File: config.mk
export PLATFORM = sky130hd
export DESIGN_NAME = gpcc_top
export DESIGN_NICKNAME = d
export VERILOG_FILES = /design/src/hw/gpcc_pkg.sv /design/src/hw/gpcc_tlb.sv /design/src/hw/gpcc_top.sv
export SDC_FILE = /design/constraint.sdc
export NUM_CORES = 1
export LEC_CHECK = 0
export BUFFER_PORTS_ARGS = -buffer_cell sky130_fd_sc_hd__buf_2
export CORE_MARGIN = 2
export CORE_UTILIZATION = 55
export CTS_BUF_LIST = sky130_fd_sc_hd__clkbuf_4 sky130_fd_sc_hd__clkbuf_8 sky130_fd_sc_hd__clkbuf_16
export DETAILED_ROUTE_END_ITERATION = 10
export PLACE_DENSITY = 0.86
export SLEW_MARGIN = 20
export SYNTH_ARGS = -nofsm -noshare
export SYNTH_HDL_FRONTEND = slang
export SYNTH_HIERARCHICAL = 1
export SYNTH_SLANG_ARGS = --single-unit
File: constraint.sdc
create_clock -name clk -period 4.2 [get_ports clk]
set_clock_uncertainty 0.2 [all_clocks]
set_input_delay 0.42 -clock clk [delete_from_list [all_inputs] [get_ports clk]]
set_output_delay 0.42 -clock clk [all_outputs]
set_load 0.005 [all_outputs]
File: src/hw/gpcc_pkg.sv
/*
  Package for the graphics port command and control register block.
  Offsets, field positions, reset values and carrier structs.
  Assumes a plain register port and a single 100 MHz clock.
*/
package gpcc_pkg;

  localparam logic [7:0]  CMD_OFFSET     = 8'hA8;
  localparam logic [7:0]  CTRL_OFFSET    = 8'hB0;
  localparam logic [31:0] CMD_RESET      = 32'h0000_0000;
  localparam logic [31:0] CTRL_RESET     = 32'h0000_0000;
  localparam logic [31:0] STAT_RATE_CAP  = 32'h0000_0007;

  localparam int CMD_SIDE_BAND_ENABLE_BIT   = 9;
  localparam int CMD_PORT_EN_BIT  = 8;
  localparam int CMD_HIGH_ADR_BIT = 5;
  localparam int CMD_FAST_WRITE_ENABLE_BIT    = 4;
  localparam int CMD_RATE_LSB     = 0;
  localparam int RATE_W           = 3;
  localparam int CTRL_TLB_EN_BIT  = 7;
  localparam int CTRL_QUAD_OVR_BIT = 0;

  localparam logic [2:0] RATE_1X = 3'h1;
  localparam logic [2:0] RATE_2X = 3'h2;
  localparam logic [2:0] RATE_4X = 3'h4;

  typedef struct packed {
    logic [7:0]  addr;
    logic [31:0] wdata;
    logic        wr;
    logic        rd;
  } gpcc_req_t;

  typedef struct packed {
    logic       side_band_enable;
    logic       port_en;
    logic [2:0] rate;
  } gpcc_cmd_t;

  typedef struct packed {
    logic valid;
    logic sba;
    logic sba_first;
    logic sba_last;
    logic sync;
  } gpcc_op_t;

  typedef struct packed {
    logic        valid;
    logic [19:0] tag;
  } gpcc_xlat_t;

  typedef struct packed {
    logic        valid;
    logic [19:0] tag;
    logic        entry_valid;
  } gpcc_fill_t;

endpackage

File: src/hw/gpcc_tlb.sv
/*
  Translation buffer tag store with LRU replacement and flush.
  Assumes lookups and fills come from the same clock domain.
*/
`timescale 1ns/1ns
`default_nettype none
module gpcc_tlb #(
  parameter int ENTRIES = 4
) (
  input  wire logic              clk,
  input  wire logic              rst_b,
  input  wire logic              enable,
  input  wire logic              flush,
  input  wire gpcc_pkg::gpcc_xlat_t lookup,
  input  wire gpcc_pkg::gpcc_fill_t fill,
  output logic                   hit,
  output logic [ENTRIES-1:0]     valid_map
);
  localparam int IW = (ENTRIES > 1) ? $clog2(ENTRIES) : 1;

  initial begin
    if (ENTRIES < 2 || ENTRIES > 16) begin
      $error("gpcc_tlb: ENTRIES out of range");
    end
  end

  logic [ENTRIES-1:0] vld;
  logic [ENTRIES-1:0] next_vld;
  logic [19:0]        tags [ENTRIES];
  logic [19:0]        next_tags [ENTRIES];
  logic [IW-1:0]      age [ENTRIES];
  logic [IW-1:0]      next_age [ENTRIES];
  logic [ENTRIES-1:0] match;
  logic [IW-1:0]      victim;
  logic [IW-1:0]      ref_age;
  logic               touch;
  logic [IW-1:0]      touch_idx;

  genvar g;
  generate
    for (g = 0; g < ENTRIES; g++) begin : g_match
      assign match[g] = vld[g] && (tags[g] == lookup.tag);
    end
  endgenerate

  always_comb begin
    hit       = enable && lookup.valid && (|match);
    victim    = '0;
    touch_idx = '0;
    for (int i = 0; i < ENTRIES; i++) begin
      if (age[i] == IW'(ENTRIES - 1)) begin
        victim = IW'(i);
      end
      if (match[i]) begin
        touch_idx = IW'(i);
      end
    end
    // Fills only while enabled; invalid entries are cached too
    touch = (hit) || (enable && fill.valid);
    if (!hit) begin
      touch_idx = victim;
    end
    ref_age = age[touch_idx];
    next_vld = vld;
    for (int i = 0; i < ENTRIES; i++) begin
      next_tags[i] = tags[i];
      next_age[i]  = age[i];
      if (touch) begin
        if (IW'(i) == touch_idx) begin
          next_age[i] = '0;
        end else if (age[i] < ref_age) begin
          next_age[i] = age[i] + IW'(1);
        end
      end
    end
    if (enable && fill.valid && !hit) begin
      next_vld[victim]  = fill.entry_valid || 1'b1;
      next_tags[victim] = fill.tag;
    end
    if (flush) begin
      next_vld = '0;
    end
  end

  always_ff @(posedge clk) begin
    if (!rst_b) begin
      vld <= '0;
      for (int i = 0; i < ENTRIES; i++) begin
        tags[i] <= '0;
        age[i]  <= IW'(i);
      end
    end else begin
      vld <= next_vld;
      for (int i = 0; i < ENTRIES; i++) begin
        tags[i] <= next_tags[i];
        age[i]  <= next_age[i];
      end
    end
  end

  assign valid_map = vld;
endmodule
`default_nettype wire

File: src/hw/gpcc_top.sv
/*
  Command and control registers of the target-side graphics port:
  side band and port enables, rate select, translation buffer control.
  Assumes a plain register port on clk and port operations decoded
  upstream into one-cycle strobes on the same clock.
*/
// The plain strobed port is this design's own decision.
// Operation
// - Side band commands accepted only while side band enable is set; the code still accepts the tail of one begun with it set after it clears
// - Port enabled: answer pipe requests; side band ones need its enable
// - Port disabled: ignore every operation, sync cycle included
// - Operations accepted while enabled finish after the port disables
// - Side band command partway in 1X when port disables still issues
// - High address support bit always reads zero
// - One-hot rate field selects 1X, 2X or 4x
// - With quad override set, rate bit 2 writes do nothing
// - Selected rate governs both data bus and side band bus
// - Translation buffer enabled: normal use for aperture translation
// - Translation buffer disabled: clear every entry's valid bit
// - Disabled buffer: aperture requests fetch entries from memory
// - Disabled buffer: fetched entries are not cached
// - Invalid fetched entries still cached, replacing least recent
// - Write buffer flushed whenever enable bit is set or cleared
// - Enable bit may change at any time, even mid access
// - Status 4x capability masked by the override control bit
`timescale 1ns/1ns
`default_nettype none
module gpcc_top #(
  parameter int TLB_ENTRIES = 4
) (
  input  wire logic                 clk,
  input  wire logic                 rst_b,
  input  wire gpcc_pkg::gpcc_req_t  req,
  output logic [31:0]               rdata,
  input  wire gpcc_pkg::gpcc_op_t   op,
  input  wire gpcc_pkg::gpcc_xlat_t xlat,
  input  wire gpcc_pkg::gpcc_fill_t fill,
  output logic                      op_accept,
  output logic                      sba_issue,
  output logic [2:0]                rate_sel,
  output logic                      sba_on,
  output logic                      tlb_hit,
  output logic                      mem_fetch,
  output logic                      gwb_flush,
  output logic                      rate_cap_4x
);

  initial begin
    if (TLB_ENTRIES < 2 || TLB_ENTRIES > 16) begin
      $error("gpcc_top: TLB_ENTRIES out of range");
    end
  end

  // Register state
  gpcc_pkg::gpcc_cmd_t cmd;
  gpcc_pkg::gpcc_cmd_t next_cmd;
  logic                tlb_en;
  logic                next_tlb_en;
  logic                quad_ovr;
  logic                next_quad_ovr;
  logic [31:0]         next_rdata;
  logic [31:0]         cmd_view;
  logic [31:0]         ctrl_view;
  logic                wr_cmd;
  logic                wr_ctrl;

  assign wr_cmd  = req.wr && (req.addr == gpcc_pkg::CMD_OFFSET);
  assign wr_ctrl = req.wr && (req.addr == gpcc_pkg::CTRL_OFFSET);

  always_comb begin
    cmd_view = '0;
    cmd_view[gpcc_pkg::CMD_SIDE_BAND_ENABLE_BIT]  = cmd.side_band_enable;
    cmd_view[gpcc_pkg::CMD_PORT_EN_BIT] = cmd.port_en;
    cmd_view[gpcc_pkg::CMD_HIGH_ADR_BIT] = 1'b0;
    cmd_view[gpcc_pkg::CMD_RATE_LSB +: gpcc_pkg::RATE_W] = cmd.rate;
    ctrl_view = '0;
    ctrl_view[gpcc_pkg::CTRL_TLB_EN_BIT]   = tlb_en;
    ctrl_view[gpcc_pkg::CTRL_QUAD_OVR_BIT] = quad_ovr;
  end

  always_comb begin
    next_cmd      = cmd;
    next_tlb_en   = tlb_en;
    next_quad_ovr = quad_ovr;
    if (wr_cmd) begin
      next_cmd.side_band_enable  = req.wdata[gpcc_pkg::CMD_SIDE_BAND_ENABLE_BIT];
      next_cmd.port_en = req.wdata[gpcc_pkg::CMD_PORT_EN_BIT];
      next_cmd.rate[1:0] = req.wdata[gpcc_pkg::CMD_RATE_LSB +: 2];
      if (!quad_ovr) begin
        next_cmd.rate[2] = req.wdata[gpcc_pkg::CMD_RATE_LSB + 2];
      end
    end
    if (wr_ctrl) begin
      next_tlb_en   = req.wdata[gpcc_pkg::CTRL_TLB_EN_BIT];
      next_quad_ovr = req.wdata[gpcc_pkg::CTRL_QUAD_OVR_BIT];
    end
    next_rdata = '0;
    if (req.rd) begin
      if (req.addr == gpcc_pkg::CMD_OFFSET) begin
        next_rdata = cmd_view;
      end else if (req.addr == gpcc_pkg::CTRL_OFFSET) begin
        next_rdata = ctrl_view;
      end
    end
  end

  always_ff @(posedge clk) begin
    if (!rst_b) begin
      cmd      <= '0;
      tlb_en   <= 1'b0;
      quad_ovr <= 1'b0;
      rdata    <= gpcc_pkg::CMD_RESET;
    end else begin
      cmd      <= next_cmd;
      tlb_en   <= next_tlb_en;
      quad_ovr <= next_quad_ovr;
      rdata    <= next_rdata;
    end
  end

  // Port operation gating
  logic sba_busy;
  logic next_sba_busy;
  logic next_op_accept;
  logic next_sba_issue;
  logic new_ok;
  logic tail_ok;

  always_comb begin
    new_ok = cmd.port_en && op.valid &&
             (!op.sba || cmd.side_band_enable);
    // Command begun while enabled finishes regardless of port enable
    tail_ok = sba_busy && op.valid && op.sba;
    next_op_accept = new_ok || tail_ok;
    next_sba_issue = op.valid && op.sba && op.sba_last &&
                     ((new_ok && op.sba_first) || tail_ok);
    next_sba_busy = sba_busy;
    if (new_ok && op.sba && op.sba_first && !op.sba_last) begin
      next_sba_busy = 1'b1;
    end else if (next_sba_issue) begin
      next_sba_busy = 1'b0;
    end
  end

  always_ff @(posedge clk) begin
    if (!rst_b) begin
      sba_busy  <= 1'b0;
      op_accept <= 1'b0;
      sba_issue <= 1'b0;
    end else begin
      sba_busy  <= next_sba_busy;
      op_accept <= next_op_accept;
      sba_issue <= next_sba_issue;
    end
  end

  // Rate, side band and capability outputs
  logic [2:0] next_rate_sel;
  logic       next_sba_on;
  logic       next_cap_4x;
  always_comb begin
    next_rate_sel = cmd.rate;
    next_sba_on   = cmd.side_band_enable && cmd.port_en;
    next_cap_4x   = gpcc_pkg::STAT_RATE_CAP[2] && !quad_ovr;
  end
  always_ff @(posedge clk) begin
    if (!rst_b) begin
      rate_sel    <= '0;
      sba_on      <= 1'b0;
      rate_cap_4x <= 1'b0;
    end else begin
      rate_sel    <= next_rate_sel;
      sba_on      <= next_sba_on;
      rate_cap_4x <= next_cap_4x;
    end
  end

  // Translation buffer control
  logic                   tlb_hit_c;
  logic                   tlb_en_d;
  logic                   next_tlb_en_d;
  logic                   next_tlb_hit;
  logic                   next_mem_fetch;
  logic                   next_gwb_flush;
  logic [TLB_ENTRIES-1:0] tlb_valid;

  gpcc_tlb #(.ENTRIES(TLB_ENTRIES)) u_tlb (
    .clk       (clk),
    .rst_b     (rst_b),
    .enable    (tlb_en),
    .flush     (!tlb_en),
    .lookup    (xlat),
    .fill      (fill),
    .hit       (tlb_hit_c),
    .valid_map (tlb_valid)
  );

  always_comb begin
    next_tlb_en_d  = tlb_en;
    next_tlb_hit   = tlb_hit_c;
    next_mem_fetch = xlat.valid && !tlb_hit_c;
    next_gwb_flush = tlb_en != tlb_en_d;
  end

  always_ff @(posedge clk) begin
    if (!rst_b) begin
      tlb_en_d  <= 1'b0;
      tlb_hit   <= 1'b0;
      mem_fetch <= 1'b0;
      gwb_flush <= 1'b0;
    end else begin
      tlb_en_d  <= next_tlb_en_d;
      tlb_hit   <= next_tlb_hit;
      mem_fetch <= next_mem_fetch;
      gwb_flush <= next_gwb_flush;
    end
  end
endmodule
`default_nettype wire

==> impl_metrics.xml <==
<?xml version="1.0" encoding="UTF-8"?>
<metrics>
  <group name="detailed_routing">
    <metric name="vias" unit="">5128</metric>
    <metric name="drt_drc_violations_left" unit="">0</metric>
    <metric name="drt-wirelength-per-cell" unit="µm">18.1</metric>
    <metric name="dr.first_iter.drc_count" unit="">346</metric>
    <metric name="antenna_viol_nets_final" unit="">0</metric>
    <metric name="drt-vias-per-instance" unit="">5.72</metric>
    <metric name="first_pass_iters" unit="">5</metric>
    <metric name="routed_wl" unit="µm">16200</metric>
  </group>
  <group name="floorplan">
    <metric name="num_rows" unit="">39</metric>
    <metric name="total_core_area" unit="µm²">11400</metric>
    <metric name="start_util" unit="%">56.3</metric>
    <metric name="die-height" unit="µm">112</metric>
    <metric name="ios" unit="">134</metric>
    <metric name="fp.dieW" unit="µm">112</metric>
    <metric name="design.die.area" unit="µm²">12500</metric>
  </group>
  <group name="placed_design">
    <metric name="gp_congestion" unit="">0.949</metric>
    <metric name="placed_cell_area" unit="µm²">6730</metric>
    <metric name="hpwl" unit="µm">11700</metric>
    <metric name="io_buffer_count" unit="">79</metric>
  </group>
  <group name="final_layout">
    <metric name="fin_area" unit="µm²">7350</metric>
    <metric name="syn_to_final_growth" unit="%">14.8</metric>
    <metric name="antenna_cells_inserted" unit="">0</metric>
    <metric name="nets" unit="">835</metric>
    <metric name="drive_above_1_share" unit="%">18.6</metric>
  </group>
  <group name="sta">
    <metric name="layout_min_cycle_time" unit="ps">3570</metric>
    <metric name="slew_headroom" unit="%">33.3</metric>
    <metric name="worstMarginPinSlew" unit="ps">1000</metric>
    <metric name="maxSlewViolCount" unit="">0</metric>
    <metric name="grt_setup_unrepaired" unit="">false</metric>
    <metric name="setup_viol_count_final" unit="">0</metric>
    <metric name="setup_total_negative_slack" unit="ps">0</metric>
    <metric name="finalHoldViolations" unit="">0</metric>
    <metric name="final.period_utilization" unit="%">85.1</metric>
    <metric name="max_frequency" unit="GHz">0.280</metric>
  </group>
  <group name="hold_path">
    <metric name="min_delay_path_class" unit="">input pin to flop</metric>
    <metric name="hold-path-cell-count" unit="">2</metric>
  </group>
  <group name="setup_path">
    <metric name="reg2reg_depth" unit="">10</metric>
    <metric name="worst-path-stages" unit="">10</metric>
    <metric name="crit_path_start_kind" unit="">flop</metric>
    <metric name="worst_path_max_stage_delay" unit="ps">560</metric>
    <metric name="timing.critical_path.fanout_max" unit="">16</metric>
    <metric name="timing.critical_path.to_type" unit="">flop</metric>
    <metric name="worst-path-buf-inv" unit="">0</metric>
    <metric name="critical-path-slowest-cell" unit="">sky130_fd_sc_hd__or4_1</metric>
    <metric name="cp_data_required_time" unit="ps">4300</metric>
    <metric name="critPathArrivalTime" unit="ps">3670</metric>
    <metric name="crit_chain" unit="">xnor2_1 -&gt; nand4_1 -&gt; or4_1 -&gt; nor4_1 -&gt; o31a_2 -&gt; nand3_1 -&gt; o2bb2ai_2 -&gt; a221oi_2 -&gt; mux2i_1 -&gt; or3_1</metric>
    <metric name="path_delay_family" unit="">simple AND/OR/NAND/NOR gates</metric>
    <metric name="crit_type" unit="">flop to flop</metric>
  </group>
  <group name="yosys">
    <metric name="yosys.cell_types.count" unit="">65</metric>
    <metric name="mappedNetlistArea" unit="µm²">6400</metric>
    <metric name="synthesis_warnings" unit="">6</metric>
    <metric name="sequential_element_share_of_the_synthesized_area" unit="%">36.6</metric>
    <metric name="syn_avg_cell_area" unit="µm²">9.43</metric>
    <metric name="most_used_dff_post_synth" unit="">sky130_fd_sc_hd__dfxtp_1</metric>
    <metric name="post_synth_inst_count" unit="">679</metric>
    <metric name="synth_async_sr_flop_share" unit="%">0</metric>
    <metric name="synth_enable_flop_cells" unit="">0</metric>
    <metric name="ys_ff_latch" unit="">117</metric>
  </group>
  <group name="power_and_ir_drop">
    <metric name="leakage" unit="µW">0.00298</metric>
    <metric name="power_density" unit="nW/µm²">406</metric>
    <metric name="vdd.ir_drop.worst" unit="V">0.000376</metric>
  </group>
  <group name="clock_tree">
    <metric name="insertion_delay" unit="ps">420</metric>
    <metric name="tritoncts" unit="">done</metric>
    <metric name="clk_pin_slew" unit="ps">60</metric>
    <metric name="numClockSinks" unit="">117</metric>
    <metric name="postCtsSetupBuffers" unit="">0</metric>
    <metric name="total_cts_buffers" unit="">17</metric>
    <metric name="post_cts_resized" unit="">0</metric>
    <metric name="cts_root_buf" unit="">sky130_fd_sc_hd__clkbuf_16</metric>
    <metric name="clockBufferDepth" unit="">2</metric>
    <metric name="ctsHtreeMaxLevel" unit="">4</metric>
    <metric name="hold_buffers" unit="">0</metric>
  </group>
  <group name="global_route">
    <metric name="grt_pass1_wl" unit="µm">26000</metric>
    <metric name="grt_use_total" unit="%">26.2</metric>
    <metric name="grt.overflow.total" unit="">0</metric>
    <metric name="vias_in_the_first_global_route" unit="">4947</metric>
    <metric name="grt_antenna_before_repair" unit="">0</metric>
    <metric name="grt_max_degree" unit="">69</metric>
  </group>
  <group name="run_status">
    <metric name="status" unit="">complete, no violations</metric>
  </group>
  <group name="job">
    <metric name="cap_violations" unit="">0</metric>
  </group>
</metrics>
==> state kept, by name, indices dropped and copies added, names as in the netlist <==
signal / cells
tlb_hit: 1
u_tlb/valid_map: 4
sba_busy: 1
quad_ovr: 1
sba_on: 1
tlb_en_d: 1
cmd: 2
u_tlb/tags: 80
gwb_flush: 1
next_tlb_en_d: 1
rate_cap_4x: 1
mem_fetch: 1
rdata: 6
next_rate_sel: 3
u_tlb/age: 8
rate_sel: 3
op_accept: 1
sba_issue: 1
==> area by class of cell <==
class                   instances  area [µm²]
clock buffers                  21         474
clock inverters                11         149
fillers                       915        4020
inverters                      15        56.3
multi-input cells             504        3710
flip-flops and latches        117        2340
well taps                     143         179
repair buffers                 85         440
==> placed cells by master (no fill, tap or decap), types with 3 or more instances in the layout <==
cell type,n
sky130_fd_sc_hd__dfxtp_1,117
sky130_fd_sc_hd__mux2i_1,88
sky130_fd_sc_hd__nor2b_1,84
sky130_fd_sc_hd__buf_2,79
sky130_fd_sc_hd__xnor2_1,69
sky130_fd_sc_hd__nand2_1,32
sky130_fd_sc_hd__conb_1,26
sky130_fd_sc_hd__nand4_1,22
sky130_fd_sc_hd__nor2_1,21
sky130_fd_sc_hd__nand3_1,17
sky130_fd_sc_hd__clkbuf_16,17
sky130_fd_sc_hd__inv_1,15
sky130_fd_sc_hd__xor2_1,12
sky130_fd_sc_hd__a21oi_1,12
sky130_fd_sc_hd__and2_1,11
sky130_fd_sc_hd__o21ai_0,10
sky130_fd_sc_hd__and4_1,7
sky130_fd_sc_hd__a211oi_1,7
sky130_fd_sc_hd__nor4_1,6
sky130_fd_sc_hd__buf_4,6
sky130_fd_sc_hd__or4_1,5
sky130_fd_sc_hd__a31oi_1,4
sky130_fd_sc_hd__nor3_1,4
sky130_fd_sc_hd__nand2b_1,3
sky130_fd_sc_hd__a41o_1,3
sky130_fd_sc_hd__and3_1,3
sky130_fd_sc_hd__a22oi_1,3
sky130_fd_sc_hd__bufinv_16,3
sky130_fd_sc_hd__clkbuf_8,3
sky130_fd_sc_hd__clkinvlp_4,3
sky130_fd_sc_hd__nand4b_1,3
sky130_fd_sc_hd__nor4_2,3
sky130_fd_sc_hd__a211oi_2,3
sky130_fd_sc_hd__o22ai_1,3
sky130_fd_sc_hd__ha_1,3
==> path summary, 6_finish.rpt <==
kind | from | to | slack, ps
setup / recovery | u_tlb/tags[1][4] | u_tlb/age[1][0] | 630
hold / removal | req[4] | next_rate_sel[2] | 20
setup reg to reg | u_tlb/tags[1][4] | u_tlb/age[1][0] | 630
hold reg to reg | next_rate_sel[1] | rdata[1] | 260
==> worst register-to-register path: stages, from the launching register on <==
cell and delay [ps]:
sky130_fd_sc_hd__dfxtp_1 320, sky130_fd_sc_hd__xnor2_1 330, sky130_fd_sc_hd__nand4_1 140, sky130_fd_sc_hd__or4_1 560, sky130_fd_sc_hd__nor4_1 360, sky130_fd_sc_hd__o31a_2 450
sky130_fd_sc_hd__nand3_1 270, sky130_fd_sc_hd__o2bb2ai_2 220, sky130_fd_sc_hd__a221oi_2 90, sky130_fd_sc_hd__mux2i_1 140, sky130_fd_sc_hd__or3_1 360
==> report_power, final <==
group | internal, µW | switching (µW) | total [µW]
combinational | 139 | 214 | 354
clock | 986 | 525 | 1510
sequential | 1110 | 5.91 | 1120
==> per-layer routing <==
layer / global-route usage, % / wire length, µm / up-vias
met4: 13.3 / 676 / 0
met3: 5.33 / 976 / 58
met2: 44.3 / 7700 / 234
li1: - / - / 2427
met1: 31.7 / 6850 / 2409
met5: 0 / 0 / -
==> cell usage after synthesis, drive strengths merged, types with 2 or more instances <==
cell	count	area, µm²
and4	7	61.3
xnor2	69	604
a21boi	2	15.0
nand3	18	103
o21ai	11	66.3
o31a	3	27.5
xor2	12	105
and2	11	68.8
or4	6	48.8
nor2	23	93.8
a32oi	2	17.5
ha	3	37.5
nor3b	2	26.3
a41o	3	30.0
nand4bb	2	22.5
nor2b	84	526
o211ai	3	27.5
dfxtp	117	2340
buf	50	327
mux2i	88	881
and3	3	18.8
nand4b	3	26.3
o22ai	3	18.8
a21oi	13	68.8
o31ai	2	15.0
a31oi	4	25.0
nand2b	3	18.8
a22oi	3	22.5
nand4	22	138
a211oi	10	90.1
inv	15	56.3
o21a	3	23.8
nor3	4	20.0
nand2	32	120
o211a	2	20.0
clkbuf	18	73.8
nor4	10	90.1
==> cells by family (layout without fill, tap and decap cells) <==
| group | after synthesis | after routing | share of synthesized area (%) |
|---|---|---|---|
| AND/OR/NAND/NOR | 234 | 234 | 22.1 |
| other | 1 | 26 | 0.0586 |
| flip-flops | 117 | 117 | 36.6 |
| adder cells (fa/ha/maj) | 3 | 3 | 0.586 |
| AO/OA/AOI/OAI | 72 | 72 | 8.73 |
| buffers and inverters | 83 | 132 | 7.13 |
| multiplexers | 88 | 88 | 13.8 |
| XOR/XNOR | 81 | 81 | 11.1 |
==> stage by stage <==
step / total power (µW) / hold WS, ps / utilization (%) / std cells / setup slack, ps
global route: 3090 / 14.9 / 64.6 / 896 / 338
global placement: 1480 / 231 / 59.2 / 864 / 474
floorplan: 1410 / 219 / - / 704 / 1060
finish: 2980 / 21.4 / 64.6 / 896 / 628
CTS: 2990 / 10.9 / 64.6 / 896 / 706
detailed placement: 1490 / 249 / 59.2 / 864 / 479
(Power assumes the default switching activity.)
